**src/sdi_idle_pkg.sv**
```systemverilog
// shared constants and types for the idle and status register slice
`default_nettype none
package sdi_idle_pkg;

   // management bus slave address, arbitrary value
   localparam logic [6:0] DEV_ADDR        = 7'h2C;

   // register offsets
   localparam logic [7:0] OFS_GPIO        = 8'h0C;
   localparam logic [7:0] OFS_IDLE_LOW    = 8'h0D;
   localparam logic [7:0] OFS_IDLE_HIGH   = 8'h0E;
   localparam logic [7:0] OFS_RSVD_FIRST  = 8'h0F;
   localparam logic [7:0] OFS_RSVD_LAST   = 8'h1C;
   localparam logic [7:0] OFS_VARIANT     = 8'h1D;

   // reset values
   localparam logic [7:0] RST_IDLE_LOW    = 8'h83;
   localparam logic [1:0] RST_IDLE_HIGH   = 2'h2;
   localparam logic [1:0] RST_GPIO        = 2'h0;
   localparam logic [7:0] RST_READ        = 8'h00;

   // field positions
   localparam int         POS_GPIO1       = 1;
   localparam int         POS_GPIO0       = 0;
   localparam int         POS_LOOP        = 5;
   localparam int         POS_MODE_LO     = 3;
   localparam int         POS_PART_LO     = 0;

   // part type code, arbitrary value
   localparam logic [1:0] PART_CODE       = 2'h3;

   // bit count of one management byte
   localparam logic [3:0] BYTE_BITS       = 4'h8;

   typedef enum logic [1:0] {
      MODE_VIDEO_A = 2'b00,
      MODE_VIDEO_B = 2'b01,
      MODE_VIDEO_C = 2'b10,
      MODE_ASI     = 2'b11
   } mode_type;

   typedef enum logic [3:0] {
      ST_IDLE      = 4'b0000,
      ST_ADDR      = 4'b0001,
      ST_ADDR_ACK  = 4'b0010,
      ST_REG       = 4'b0011,
      ST_REG_ACK   = 4'b0100,
      ST_WDATA     = 4'b0101,
      ST_WDATA_ACK = 4'b0110,
      ST_RDATA     = 4'b0111,
      ST_RDATA_ACK = 4'b1000
   } bus_state_type;

   // one 10-bit character with its valid mark
   typedef struct packed {
      logic       valid;
      logic [9:0] data;
   } word_type;

endpackage
`default_nettype wire

```
**src/sdi_deser_idle_status_regs.sv**
```systemverilog
// idle character, gpio and status registers behind a two-wire management slave
// Functional notes
// - idle character fills stream when data invalid
// - idle resets to K28.5, software may rewrite
// - gpio pins follow last written bits
// - status bit 5 shows loop-through enable
// - loop-through status resets to 0, then follows sampled pin
// - mode field: 11 means ASI, else video
// - variant register read returns eight-bit value
// - fixed two-bit part type code in variant
`timescale 1ns/1ns
`default_nettype none
module sdi_deser_idle_status_regs (
   input  wire logic                   REF_CLK,
   input  wire logic                   NRST,
   input  wire logic                   SCL_IN,
   input  wire logic                   SDA_IN,
   output logic                        SDA_OUT,
   output logic                        SDA_OE,
   input  wire logic                   LOOP_EN_PIN,
   input  wire logic [1:0]             MODE_IN,
   input  wire sdi_idle_pkg::word_type RX_WORD,
   output sdi_idle_pkg::word_type      TX_WORD,
   output logic [1:0]                  GPIO,
   output logic                        LOOP_EN,
   output logic                        ASI_MODE
);

   logic                        scl_m_r;
   logic                        scl_s_r;
   logic                        scl_d_r;
   logic                        sda_m_r;
   logic                        sda_s_r;
   logic                        sda_d_r;
   logic                        loop_m_r;
   logic                        loop_s_r;
   logic                        loop_r;
   logic                        loop_seen_r;
   logic [7:0]                  idle_low_r;
   logic [1:0]                  idle_high_r;
   logic [1:0]                  gpio_r;
   sdi_idle_pkg::bus_state_type state_r;
   logic [3:0]                  bit_cnt_r;
   logic [7:0]                  shift_r;
   logic [7:0]                  ptr_r;
   logic                        oe_r;
   logic                        got_ack_r;
   logic                        scl_rise;
   logic                        scl_fall;
   logic                        start_cond;
   logic                        stop_cond;
   logic                        wr_en;
   logic [7:0]                  rd_data;
   logic [9:0]                  idle_char;

   // register read decode, shared by the first and following read bytes
   function automatic logic [7:0] reg_read(input logic [7:0] ofs, input logic [7:0] low, input logic [1:0] high,
                                           input logic [1:0] gp, input logic loop, input logic [1:0] mode);
      logic [7:0] v;
      v = sdi_idle_pkg::RST_READ;
      case (ofs)
         sdi_idle_pkg::OFS_GPIO: begin
            v[sdi_idle_pkg::POS_GPIO1] = gp[1];
            v[sdi_idle_pkg::POS_GPIO0] = gp[0];
         end
         sdi_idle_pkg::OFS_IDLE_LOW: begin
            v = low;
         end
         sdi_idle_pkg::OFS_IDLE_HIGH: begin
            v[1:0] = high;
         end
         sdi_idle_pkg::OFS_VARIANT: begin
            v[sdi_idle_pkg::POS_LOOP] = loop;
            v[sdi_idle_pkg::POS_MODE_LO +: 2] = mode;
            v[sdi_idle_pkg::POS_PART_LO +: 2] = sdi_idle_pkg::PART_CODE;
         end
         default: begin
            v = sdi_idle_pkg::RST_READ;
         end
      endcase
      return v;
   endfunction

   // bus and loop pins cross into the core clock through two flops each; MODE_IN is used unsynchronised
   always_ff @(posedge REF_CLK or negedge NRST) begin
      if (!NRST) begin
         scl_m_r  <= 1'b1;
         scl_s_r  <= 1'b1;
         scl_d_r  <= 1'b1;
         sda_m_r  <= 1'b1;
         sda_s_r  <= 1'b1;
         sda_d_r  <= 1'b1;
         loop_m_r <= 1'b0;
         loop_s_r <= 1'b0;
      end else begin
         scl_m_r  <= SCL_IN;
         scl_s_r  <= scl_m_r;
         scl_d_r  <= scl_s_r;
         sda_m_r  <= SDA_IN;
         sda_s_r  <= sda_m_r;
         sda_d_r  <= sda_s_r;
         loop_m_r <= LOOP_EN_PIN;
         loop_s_r <= loop_m_r;
      end
   end

   // pin level is only known once the synchroniser has filled after release
   always_ff @(posedge REF_CLK or negedge NRST) begin
      if (!NRST) begin
         loop_seen_r <= 1'b0;
         loop_r      <= 1'b0;
      end else begin
         loop_seen_r <= 1'b1;
         if (loop_seen_r) begin
            loop_r <= loop_s_r;
         end
      end
   end

   assign scl_rise   = scl_s_r & ~scl_d_r;
   assign scl_fall   = ~scl_s_r & scl_d_r;
   assign start_cond = scl_s_r & scl_d_r & sda_d_r & ~sda_s_r;
   assign stop_cond  = scl_s_r & scl_d_r & ~sda_d_r & sda_s_r;
   assign wr_en      = scl_fall && (state_r == sdi_idle_pkg::ST_WDATA) && (bit_cnt_r == sdi_idle_pkg::BYTE_BITS);
   assign rd_data    = reg_read(ptr_r, idle_low_r, idle_high_r, gpio_r, loop_r, MODE_IN);

   // writable registers; reserved and read-only offsets ignore writes
   always_ff @(posedge REF_CLK or negedge NRST) begin
      if (!NRST) begin
         idle_low_r  <= sdi_idle_pkg::RST_IDLE_LOW;
         idle_high_r <= sdi_idle_pkg::RST_IDLE_HIGH;
         gpio_r      <= sdi_idle_pkg::RST_GPIO;
      end else if (wr_en) begin
         case (ptr_r)
            sdi_idle_pkg::OFS_GPIO: begin
               gpio_r <= {shift_r[sdi_idle_pkg::POS_GPIO1], shift_r[sdi_idle_pkg::POS_GPIO0]};
            end
            sdi_idle_pkg::OFS_IDLE_LOW: begin
               idle_low_r <= shift_r;
            end
            sdi_idle_pkg::OFS_IDLE_HIGH: begin
               idle_high_r <= shift_r[1:0];
            end
            default: begin
               gpio_r <= gpio_r;
            end
         endcase
      end
   end

   // management slave: bits sampled on scl rise, sda changed on scl fall
   always_ff @(posedge REF_CLK or negedge NRST) begin
      if (!NRST) begin
         state_r   <= sdi_idle_pkg::ST_IDLE;
         bit_cnt_r <= 4'h0;
         shift_r   <= 8'h00;
         ptr_r     <= 8'h00;
         oe_r      <= 1'b0;
         got_ack_r <= 1'b0;
      end else if (start_cond) begin
         state_r   <= sdi_idle_pkg::ST_ADDR;
         bit_cnt_r <= 4'h0;
         oe_r      <= 1'b0;
      end else if (stop_cond) begin
         state_r <= sdi_idle_pkg::ST_IDLE;
         oe_r    <= 1'b0;
      end else begin
         case (state_r)
            sdi_idle_pkg::ST_ADDR, sdi_idle_pkg::ST_REG, sdi_idle_pkg::ST_WDATA: begin
               if (scl_rise && bit_cnt_r != sdi_idle_pkg::BYTE_BITS) begin
                  shift_r   <= {shift_r[6:0], sda_s_r};
                  bit_cnt_r <= bit_cnt_r + 4'h1;
               end else if (scl_fall && bit_cnt_r == sdi_idle_pkg::BYTE_BITS) begin
                  bit_cnt_r <= 4'h0;
                  oe_r      <= 1'b1;
                  if (state_r == sdi_idle_pkg::ST_ADDR) begin
                     if (shift_r[7:1] == sdi_idle_pkg::DEV_ADDR) begin
                        got_ack_r <= shift_r[0];
                        state_r   <= sdi_idle_pkg::ST_ADDR_ACK;
                     end else begin
                        // not our address: stay off the line until the next start
                        oe_r    <= 1'b0;
                        state_r <= sdi_idle_pkg::ST_IDLE;
                     end
                  end else if (state_r == sdi_idle_pkg::ST_REG) begin
                     ptr_r   <= shift_r;
                     state_r <= sdi_idle_pkg::ST_REG_ACK;
                  end else begin
                     ptr_r   <= ptr_r + 8'h01;
                     state_r <= sdi_idle_pkg::ST_WDATA_ACK;
                  end
               end
            end
            sdi_idle_pkg::ST_ADDR_ACK: begin
               if (scl_fall) begin
                  if (got_ack_r) begin
                     shift_r <= rd_data;
                     oe_r    <= ~rd_data[7];
                     ptr_r   <= ptr_r + 8'h01;
                     state_r <= sdi_idle_pkg::ST_RDATA;
                  end else begin
                     oe_r    <= 1'b0;
                     state_r <= sdi_idle_pkg::ST_REG;
                  end
               end
            end
            sdi_idle_pkg::ST_REG_ACK, sdi_idle_pkg::ST_WDATA_ACK: begin
               if (scl_fall) begin
                  oe_r    <= 1'b0;
                  state_r <= sdi_idle_pkg::ST_WDATA;
               end
            end
            sdi_idle_pkg::ST_RDATA: begin
               if (scl_rise) begin
                  bit_cnt_r <= bit_cnt_r + 4'h1;
               end else if (scl_fall) begin
                  if (bit_cnt_r == sdi_idle_pkg::BYTE_BITS) begin
                     oe_r      <= 1'b0;
                     bit_cnt_r <= 4'h0;
                     state_r   <= sdi_idle_pkg::ST_RDATA_ACK;
                  end else begin
                     shift_r <= {shift_r[6:0], 1'b0};
                     oe_r    <= ~shift_r[6];
                  end
               end
            end
            sdi_idle_pkg::ST_RDATA_ACK: begin
               if (scl_rise) begin
                  got_ack_r <= ~sda_s_r;
               end else if (scl_fall) begin
                  if (got_ack_r) begin
                     shift_r <= rd_data;
                     oe_r    <= ~rd_data[7];
                     ptr_r   <= ptr_r + 8'h01;
                     state_r <= sdi_idle_pkg::ST_RDATA;
                  end else begin
                     state_r <= sdi_idle_pkg::ST_IDLE;
                  end
               end
            end
            default: begin
               oe_r <= 1'b0;
            end
         endcase
      end
   end

   assign idle_char = {idle_high_r, idle_low_r};

   idle_inserter u_fill (
      .clk       (REF_CLK),
      .nrst      (NRST),
      .word_in   (RX_WORD),
      .idle_char (idle_char),
      .word_out  (TX_WORD)
   );

   // open drain: only ever pulls low
   assign SDA_OUT  = 1'b0;
   assign SDA_OE   = oe_r;
   assign GPIO     = gpio_r;
   assign LOOP_EN  = loop_r;
   assign ASI_MODE = (MODE_IN == sdi_idle_pkg::MODE_ASI);

endmodule
`default_nettype wire

```
**src/idle_inserter.sv**
```systemverilog
// substitutes the idle character into the output stream when no data is valid
`timescale 1ns/1ns
`default_nettype none
module idle_inserter (
   input  wire logic                  clk,
   input  wire logic                  nrst,
   input  wire sdi_idle_pkg::word_type word_in,
   input  wire logic [9:0]            idle_char,
   output var  sdi_idle_pkg::word_type word_out
);

   // output is valid from the first clock after reset: either payload or the idle fill
   always_ff @(posedge clk or negedge nrst) begin
      if (!nrst) begin
         word_out <= '0;
      end else begin
         word_out.valid <= 1'b1;
         word_out.data  <= word_in.valid ? word_in.data : idle_char;
      end
   end

endmodule
`default_nettype wire

```
**config.mk**
```make
export PLATFORM = sky130hd
export DESIGN_NAME = sdi_deser_idle_status_regs
export DESIGN_NICKNAME = d
export VERILOG_FILES = /design/src/sdi_idle_pkg.sv /design/src/sdi_deser_idle_status_regs.sv /design/src/idle_inserter.sv
export SDC_FILE = /design/constraint.sdc
export NUM_CORES = 1
export LEC_CHECK = 0
export BUFFER_PORTS_ARGS = -buffer_cell sky130_fd_sc_hd__buf_4
export CAP_MARGIN = 20
export CORE_UTILIZATION = 26
export DETAILED_ROUTE_END_ITERATION = 12
export PLACE_DENSITY = 0.48
export SYNTH_ARGS = -nofsm -noshare
export SYNTH_HDL_FRONTEND = slang
export SYNTH_SLANG_ARGS = --single-unit
export TNS_END_PERCENT = 100
```
**constraint.sdc**
```tcl
create_clock -name REF_CLK -period 3.4 [get_ports REF_CLK]
set_input_delay 0.34 -clock REF_CLK [delete_from_list [all_inputs] [get_ports REF_CLK]]
set_output_delay 0.34 -clock REF_CLK [all_outputs]
set_load 0.02 [all_outputs]
```
==> results of run 1 <==
area by class of cell:
cell class	instances	area, sq um
inverters	13	48.8
repair buffers	33	248
well taps	168	210
flip-flops and latches	58	1460
clock inverters	2	35.0
multi-input cells	235	1680
fillers	1236	8200
clock buffers	14	274
sequential cells by signal, indices dropped and copies added (netlist names), 2 cells and up:
signal,count
bit_cnt_r,4
ptr_r,8
shift_r,8
u_fill.word_out,11
GPIO,2
state_r,4
idle_high_r,2
idle_low_r,8
metrics by stage:
| stage | power, mW | hold WS [ns] |
|---|---|---|
| floorplan | 1.67 | 0.0444 |
| global placement | 1.88 | 0.332 |
| detailed placement | 1.89 | 0.336 |
| CTS | 2.84 | 0.107 |
| global route | 3.00 | 0.105 |
| finish | 2.82 | 0.0711 |
layout by cell type, fill, tap and decap left out, types with 3 or more instances in the layout:
cell and count:
a2bb2oi_1 8, dfstp_2 10, dfrtp_1 48, nor3b_1 3, a21oi_1 17, clkbuf_8 3, nor3_1 12, nor2_1 17
inv_1 13, mux2i_1 9, o21ai_0 16, nor4_1 3, and3_1 3, a31oi_1 3, or3_1 3, and2_1 3
mux2_2 32, buf_4 33, nand2_1 24, o31ai_1 6, nand3_1 13, ha_1 9, clkbuf_16 9, nand2b_1 5
metal layers:
layer  track usage  up-vias  wire, microns
met3        0.0228       10            292
met4        0.0701        0            164
li1              -     1231              -
met2         0.189       67           3380
met5             0        -              0
met1         0.178     1220           3860
final timing paths:
path,cells past startpoint,to,slack [ns]
worst max-delay path,5,shift_r[1],0.96
worst max register to register,5,shift_r[1],0.96
min in group REF_CLK,1,scl_m_r,0.12
worst min register to register,0,loop_s_r,0.35
max in group asynchronous,1,ptr_r[4],2.82
worst min-delay path,1,idle_low_r[4],0.07
kinds of logic (layout without fill, tap and decap cells):
group | after synthesis | count (layout)
xor+xnor | 2 | 2
flops | 58 | 58
other cells | 2 | 2
buf+inv | 32 | 62
compound gates | 73 | 73
simple gates | 108 | 108
fa+ha+maj | 9 | 9
mux | 41 | 41
power groups by stage:
stage | combinational [mW] | sequential [mW] | clock (mW)
2_1_floorplan | 0.715 | 0.950 | 0
3_3_place_gp | 0.806 | 1.08 | 0
3_5_place_dp | 0.810 | 1.08 | 0
4_1_cts | 0.814 | 1.07 | 0.962
5_1_grt | 0.907 | 1.10 | 0.989
6_report | 0.810 | 1.07 | 0.936
worst max-delay path: stages (launching register included):
cell	delay, ns
dfrtp_1	0.75
nor2b_1	0.18
o21a_2	0.31
a21oi_2	0.14
nor4b_4	0.54
mux2_2	0.40
==> impl_metrics.py, run 1 <==
metrics = {
    "synth": {
        "synthTopCellsByArea": "dfrtp_1 (36%), mux2_2 (11%), dfstp_2 (8.0%), ha_1 (3.4%), mux2i_1 (2.7%)",
        "synth_edf_count": 0,
        "synth-xor-area-share": 0.00532,
        "synth_top_area_share": 0.364,
        "synth-main-ff-cell": "dfrtp_1",
        "synth_compound_area_frac": 0.147,
        "ys_types": 64,
        "ys_warn_count": 0,
        "synth-simple-area-share": 0.184,
        "yosys-mux-area-fraction": 0.137,
        "synth_fa_ha_area_frac": 0.0342,
        "ys_seq_area_frac": 0.444,
        "ys_seq_elements": 58,
        "synth_nets": 352,
        "synth.most_common_cell": "dfrtp_1",
        "syn_area_sq_mm": 0.00330,
        "synth_cells": 325,
        "synth_top_area_cell": "dfrtp_1",
        "syn_area_per_cell_sq_um": 10.1,
        "yosys-top-cells-count": "dfrtp_1 (48), mux2_2 (32), nand2_1 (24)",
        "synth_top_family_by_area": "simple AND/OR/NAND/NOR gates",
        "synthArstFlopShare": 1.00,
    },
    "drt": {
        "routed_wl_mm": 7.70,
        "dr.pass1.iters": 4,
        "vias": 2528,
        "drt_iter0_drc": 188,
        "drc_errors": 0,
        "wl_per_cell_microns": 14.7,
        "drtAntennaViolNets": 0,
        "via_per_inst": 4.83,
    },
    "floorplan": {
        "core_sq_mm": 0.0122,
        "rows": 40,
        "die_h_microns": 115,
        "initial_utilization": 0.271,
        "pin_count": 35,
        "dieArea_sq_mm": 0.0131,
        "die_w_microns": 115,
    },
    "global_routing": {
        "antenna_found_initial": 0,
        "grt_max_degree": 59,
        "grt_pass1_vias": 2433,
        "overflow": 0,
        "grt_util_all_layers": 0.128,
        "grt_pass1_wl_mm": 12.8,
    },
    "layout": {
        "stdcell_count": 523,
        "final_core_util": 0.326,
        "final_nets": 377,
        "antenna_cells": 0,
        "syn2layout_area_growth_pct": 20.2,
        "design_area_sq_mm": 0.00396,
        "final_layout_size_suffix_gt1_frac": 0.276,
    },
    "placement": {
        "post-place-ws_ns": 0.977,
        "portBuffers": 33,
        "gp_congestion": 0.823,
        "dp_cells": 507,
        "hpwl_mm": 5.31,
        "placed_area_sq_mm": 0.00365,
    },
    "worst_setup_path": {
        "critPathLaunch": "state_r[3]",
        "crit_required_ns": 3.61,
        "cp_data_arrival_time_ns": 2.66,
        "start_kind": "flip-flop",
        "crit_type": "flip-flop to flip-flop",
        "r2r_start": "state_r[3]",
        "worst-path-max-fanout": 21,
        "end_kind": "flip-flop",
    },
    "clock_network": {
        "clk_latency_ns": 0.33,
        "cts_hold_buf": 0,
        "tritoncts": "done",
        "clk_pin_slew_ns": 0.05,
        "ctsResizeCount": 0,
        "numClockSinks": 58,
        "cts_root_buf": "clkbuf_16",
        "cts_buffer_depth": 2,
        "htree_levels": 3,
        "numCtsBuffers": 9,
        "post_cts_buffers": 0,
    },
    "power_and_ir_drop": {
        "power.switching_mw": 0.985,
        "powerDensity_mw_per_mm2": 712,
        "power.leakage_nw": 1.72,
        "irDropWorstVdd_v": 0.000290,
        "power_frac_seq": 0.380,
        "p_int_mw": 1.83,
        "power_frac_comb": 0.287,
        "clkPwrFrac": 0.332,
        "switching_share": 0.349,
    },
    "worst_hold_path": {
        "hold_class": "input port to async pin",
    },
    "timing": {
        "worstMarginPinSlew_ns": 0.803,
        "rsz0062_at_grt": "no",
        "hold_viol": 0,
        "fmax_mhz": 409,
        "setup-violations-final": 0,
        "layout_setup_ws_ns": 0.956,
        "setup-tns-final_ns": 0,
        "fin_crit_sh": 0.719,
        "worst_clock_skew_ns": 0.00688,
        "slew_violations": 0,
        "fin_crit_ns": 2.44,
        "max_slew_margin": 0.460,
    },
    "run_status": {
        "outcome": "finished, final reports clean",
    },
    "flow_run": {
        "maxCapViolCount": 0,
    },
}
Power figures use the tool's default switching activity.
==> inputs of run 2 (changes only) <==
==> constraint.sdc (replaced) <==
create_clock -name REF_CLK -period 2.3 [get_ports REF_CLK]
set_input_delay 0.23 -clock REF_CLK [delete_from_list [all_inputs] [get_ports REF_CLK]]
set_output_delay 0.23 -clock REF_CLK [all_outputs]
set_load 0.02 [all_outputs]
==> run 2 against run 1 <==
Non-clock buffer count is 18 higher; cell count grew 3.4%; via count is 1.7% higher; count of clock-buffer cells in the layout down 1; combinational power rose by 68%; sequential cell count did not move; register-to-register slack lost 0.78 ns; worst setup slack worse by 0.78 ns; hold slack lost 0.056 ns; clock skew up 0.0011 ns; global-route usage up 0.30 points.
==> impl_metrics.py, run 2 (synthesis gave the netlist of run 1 again) <==
metrics = {
    "run_status": {
        "outcome": "finished, final reports clean",
    },
    "drt": {
        "drt_iter0_drc": 166,
        "dr_wl_met3_microns": 277,
        "wl_per_cell_microns": 14.4,
        "dr.pass1.iters": 4,
        "met1_length_mm": 3.94,
        "routed.top_layer": "met4",
        "via_per_inst": 4.75,
        "wl_met2_mm": 3.41,
        "vias": 2572,
        "drc_errors": 0,
        "drtAntennaViolNets": 0,
        "routed_wl_mm": 7.79,
    },
    "worst_hold_path": {
        "hold-path-endpoint": "loop_m_r",
        "hold_start": "LOOP_EN_PIN",
        "min_path_cells": 1,
        "hold_class": "input port to flip-flop",
    },
    "timing": {
        "max_slew_margin": 0.507,
        "layout_setup_ws_ns": 0.181,
        "rsz0062_at_grt": "no",
        "slew_violations": 0,
        "holdWs_ns": 0.0150,
        "worstMarginPinSlew_ns": 0.739,
        "fin_crit_sh": 0.921,
        "fin_crit_ns": 2.12,
        "fmax_mhz": 472,
        "worst_clock_skew_ns": 0.00798,
        "setup-violations-final": 0,
        "setup-tns-final_ns": 0,
        "hold_viol": 0,
    },
    "worst_setup_path": {
        "crit_type": "flip-flop to flip-flop",
        "r2r_setup_slack_ns": 0.18,
        "slowest_stage": "dfstp_2",
        "r2r_cells": 8,
        "path_cells": "inv_1 -> ha_1 -> nor2_1 -> a21oi_1 -> a2bb2oi_1 -> nor4b_4 -> buf_4 -> mux2_2",
        "cp_data_arrival_time_ns": 2.34,
        "worst-path-max-fanout": 11,
        "critPathTopFamily": "flip-flops",
        "end_kind": "flip-flop",
        "crit_required_ns": 2.52,
        "timing.critical_path.buf_inv": 2,
        "start_kind": "flip-flop",
        "r2r_start": "scl_d_r",
        "slowest_delay_ns": 0.54,
        "r2r-end": "shift_r[1]",
    },
    "layout": {
        "largest_register_ffs": 11,
        "regMostFlops": "u_fill.word_out",
        "stdcell_count": 541,
        "final_nets": 395,
        "syn2layout_area_growth_pct": 23.2,
        "layout_common_cells": "dfrtp_1 (48), buf_4 (48), mux2_2 (32)",
        "antenna_cells": 0,
        "final_layout_size_suffix_gt1_frac": 0.300,
        "fillers": 1260,
    },
    "power_and_ir_drop": {
        "power.switching_mw": 1.47,
        "irDropWorstVdd_v": 0.000443,
        "power_frac_seq": 0.373,
        "clkPwrFrac": 0.294,
        "power.leakage_nw": 1.79,
        "p_int_mw": 2.62,
        "switching_share": 0.359,
        "power_frac_comb": 0.334,
        "powerDensity_mw_per_mm2": 1010,
    },
    "global_routing": {
        "grt_util_all_layers": 0.131,
        "antenna_found_initial": 0,
        "grt_pass1_vias": 2571,
        "grt_pass1_wl_mm": 13.1,
        "grt_max_degree": 59,
        "overflow": 0,
    },
    "placement": {
        "gp_congestion": 0.888,
        "post-place-ws_ns": 0.182,
        "hpwl_mm": 5.55,
        "portBuffers": 33,
        "dp_cells": 522,
    },
    "clock_network": {
        "tritoncts": "done",
        "clk_latency_ns": 0.33,
        "cts_hold_buf": 3,
        "clk_pin_slew_ns": 0.05,
        "cts_buffer_depth": 2,
        "numCtsBuffers": 9,
        "htree_levels": 3,
        "post_cts_buffers": 0,
        "ctsResizeCount": 0,
        "numClockSinks": 58,
        "cts_root_buf": "clkbuf_16",
    },
    "floorplan": {
        "core_sq_mm": 0.0122,
        "pin_count": 35,
        "die_w_microns": 115,
        "dieArea_sq_mm": 0.0131,
        "initial_utilization": 0.271,
        "rows": 40,
        "die_h_microns": 115,
    },
    "flow_run": {
        "maxCapViolCount": 0,
    },
}
## run 2: area by class of cell
class | count | area [sq um] | area share
Multi-Input combinational cell | 235 | 1680 | 0.414
Tap cell | 168 | 210 | 0.0518
Inverter | 13 | 48.8 | 0.0120
Clock inverter | 3 | 17.5 | 0.00431
Timing Repair Buffer | 51 | 390 | 0.0961
Sequential cell | 58 | 1460 | 0.360
Clock buffer | 13 | 250 | 0.0616
## run 2: per-stage QoR
step | utilization | power, mW | cell area, sq um
after floorplan | - | 2.46 | 3300
after global placement | 0.309 | 2.89 | 3760
after detailed placement | 0.309 | 2.90 | 3760
after CTS | 0.334 | 4.13 | 4060
after global routing | 0.334 | 4.38 | 4060
final | 0.334 | 4.09 | 4060
## run 2: metal layers
layer	GRT usage	vias up
li1	-	1274
met4	0.0589	0
met3	0.0334	13
met5	0	-
met2	0.191	58
met1	0.183	1227
## run 2: how the worst max path moves through the flow
| stage | start | to | slack, ns | depth (start not counted) |
|---|---|---|---|---|
| floorplan | scl_s_r | shift_r[0] | 0.21 | 5 |
| global placement | scl_d_r | shift_r[4] | 0.20 | 8 |
| detailed placement | scl_d_r | shift_r[5] | 0.18 | 8 |
| CTS | scl_d_r | shift_r[5] | 0.18 | 8 |
| global route | scl_d_r | ptr_r[2] | 0.03 | 8 |
| finish | scl_d_r | shift_r[1] | 0.18 | 8 |
## run 2: power by group through the flow
stage	logic [mW]	registers [mW]	clock network [mW]
floorplan	1.06	1.40	0
global placement	1.35	1.53	0
detailed placement	1.36	1.53	0
CTS	1.37	1.52	1.24
global route	1.52	1.56	1.30
finish	1.36	1.52	1.20
==> inputs of run 3 (changes only) <==
--- a/config.mk
+++ b/config.mk
@@ -5,11 +5,12 @@
 export SDC_FILE = /design/constraint.sdc
 export NUM_CORES = 1
 export LEC_CHECK = 0
-export BUFFER_PORTS_ARGS = -buffer_cell sky130_fd_sc_hd__buf_4
 export CAP_MARGIN = 20
+export CORE_MARGIN = 2
 export CORE_UTILIZATION = 26
 export DETAILED_ROUTE_END_ITERATION = 12
-export PLACE_DENSITY = 0.48
+export DONT_BUFFER_PORTS = 1
+export PLACE_DENSITY = 0.47
 export SYNTH_ARGS = -nofsm -noshare
 export SYNTH_HDL_FRONTEND = slang
 export SYNTH_SLANG_ARGS = --single-unit
==> constraint.sdc (replaced) <==
create_clock -name REF_CLK -period 1.7 [get_ports REF_CLK]
set_input_delay 0.17 -clock REF_CLK [delete_from_list [all_inputs] [get_ports REF_CLK]]
set_output_delay 0.17 -clock REF_CLK [all_outputs]
set_load 0.02 [all_outputs]
==> run 3 against run 2 <==
The run now ends with negative setup slack left; non-clock buffer count rose by 54; utilization rose by 6.0 points; clock skew fell by 0.0016 ns; global-route usage rose by 1.2 points; combinational power rose by 130%; largest power group is now combinational cells.
==> impl_metrics.py, run 3 (synthesis gave the netlist of run 1 again) <==
metrics = {
    "worst_setup_path": {
        "end_kind": "flip-flop",
        "cp_data_arrival_time_ns": 2.18,
        "start_kind": "flip-flop",
        "crit_type": "flip-flop to flip-flop",
        "crit_required_ns": 1.92,
        "crit_end": "state_r[2]",
        "path_cells": "inv_2 -> ha_4 -> buf_4 -> o41ai_4 -> nand3_2 -> or3_1 -> a21oi_1 -> nor3_1",
        "slowest_delay_ns": 0.56,
        "slowest_stage": "dfstp_2",
        "r2r-end": "state_r[2]",
        "r2r_cells": 8,
        "r2r_start": "scl_d_r",
        "r2r_setup_slack_ns": -0.26,
        "worst-path-max-fanout": 5,
        "critPathLaunch": "scl_d_r",
    },
    "drt": {
        "drtAntennaViolNets": 0,
        "vias": 2896,
        "drt_iter0_drc": 176,
        "wl_per_cell_microns": 15.5,
        "drc_errors": 0,
        "via_per_inst": 4.83,
        "dr.pass1.iters": 4,
        "routed_wl_mm": 9.29,
    },
    "layout": {
        "final_nets": 449,
        "regMostFlops": "u_fill.word_out",
        "largest_register_ffs": 11,
        "fillers": 1243,
        "final_common_cell": "buf_4",
        "final_layout_size_suffix_gt1_frac": 0.450,
        "multi_input_area_sq_mm": 0.00203,
        "antenna_cells": 0,
        "design_area_sq_mm": 0.00493,
        "syn2layout_area_growth_pct": 49.5,
        "register_area_sq_mm": 0.00146,
        "final_core_util": 0.394,
        "layout_common_cells": "buf_4 (74), dfrtp_1 (48), mux2_2 (26)",
    },
    "timing": {
        "setup-violations-final": 36,
        "layout_setup_ws_ns": -0.259,
        "rsz0062_at_grt": "yes",
        "hold_viol": 0,
        "fin_crit_sh": 1.15,
        "fin_crit_ns": 1.96,
        "slew_violations": 0,
        "worst_clock_skew_ns": 0.00640,
        "fmax_mhz": 510,
    },
    "power_and_ir_drop": {
        "total_power_mw": 6.77,
        "irDropWorstVdd_v": 0.000505,
        "powerDensity_mw_per_mm2": 1370,
        "power.leakage_nw": 2.21,
    },
    "clock_network": {
        "clk_latency_ns": 0.33,
        "cts_buffer_depth": 2,
        "numCtsBuffers": 9,
        "tritoncts": "done",
        "htree_levels": 3,
        "cts_root_buf": "clkbuf_16",
        "numClockSinks": 58,
        "clk_pin_slew_ns": 0.06,
    },
    "floorplan": {
        "die_w_microns": 117,
        "initial_utilization": 0.263,
        "rows": 41,
        "die_h_microns": 117,
        "core_sq_mm": 0.0125,
        "dieArea_sq_mm": 0.0136,
        "pin_count": 35,
    },
    "placement": {
        "gp_congestion": 0.802,
        "post-place-ws_ns": -0.350,
        "placed_area_sq_mm": 0.00404,
        "hpwl_mm": 6.25,
        "portBuffers": 0,
    },
    "global_routing": {
        "overflow": 0,
        "grt_max_degree": 59,
        "antenna_found_initial": 0,
        "grt_pass1_vias": 2930,
        "grt_pass1_wl_mm": 15.0,
        "grt_util_all_layers": 0.144,
    },
    "run_status": {
        "outcome": "complete, but fails checks",
        "failed_checks": "negative setup slack",
    },
    "flow_run": {
        "maxCapViolCount": 0,
    },
    "worst_hold_path": {
        "hold_class": "input port to flip-flop",
    },
}
-- run 3: worst min-delay path by stage --
stage,depth (start not counted),to,startpoint
global route,3,shift_r[4],MODE_IN[1]
global placement,0,loop_m_r,NRST
detailed placement,0,loop_m_r,NRST
finish,3,shift_r[4],MODE_IN[1]
CTS,3,shift_r[4],MODE_IN[1]
floorplan,0,GPIO[0],NRST
-- run 3: critical path: cells and delay by family (launching register included) --
family	cells	cell delay (ns)
flip-flops	1	0.56
adder cells (fa/ha/maj)	1	0.17
AO/OA/AOI/OAI	2	0.35
AND/OR/NAND/NOR	3	0.57
buffers and inverters	2	0.19
-- run 3: timing repair --
item                                    CTS  global route
buffers inserted                          6             1
cloned                                    0             1
endpoints found under the setup margin   38            38
pin swaps                                20            15
endpoints found under the hold margin    71             0
gates resized for setup                  45            17
hold buffers                             25             0
-- run 3: metrics by stage --
step,hold WS [ns],TNS [ns],std cells
after floorplan,-0.126,-4.11,325
after global placement,-0.123,-7.52,550
after detailed placement,-0.123,-8.46,550
after CTS,0.270,-4.69,597
after global routing,0.298,-8.40,599
final,0.287,-4.92,599
-- run 3: metal layers --
metal | global-route usage | part of all wire | wire (microns) | vias up
li1 | - | - | - | 1374
met3 | 0.0311 | 0.035 | 326 | 8
met5 | 0 | 0 | 0 | -
met2 | 0.231 | 0.49 | 4540 | 59
met4 | 0.0541 | 0.011 | 101 | 0
met1 | 0.190 | 0.47 | 4320 | 1455
-- run 3: power breakdown --
group          internal, mW  total, mW  switching, mW
Sequential             1.65       1.90          0.250
Clock                  1.02       1.68          0.656
Combinational          1.62       3.19           1.57
Total                  4.29       6.77           2.48
-- run 3: cell type report --
class / instances / share of cell area
Multi-Input combinational cell: 235 / 0.411
Inverter: 13 / 0.0104
Clock buffer: 10 / 0.0485
Timing Repair Buffer: 105 / 0.181
Clock inverter: 6 / 0.00838
Tap cell: 172 / 0.0437
Sequential cell: 58 / 0.297
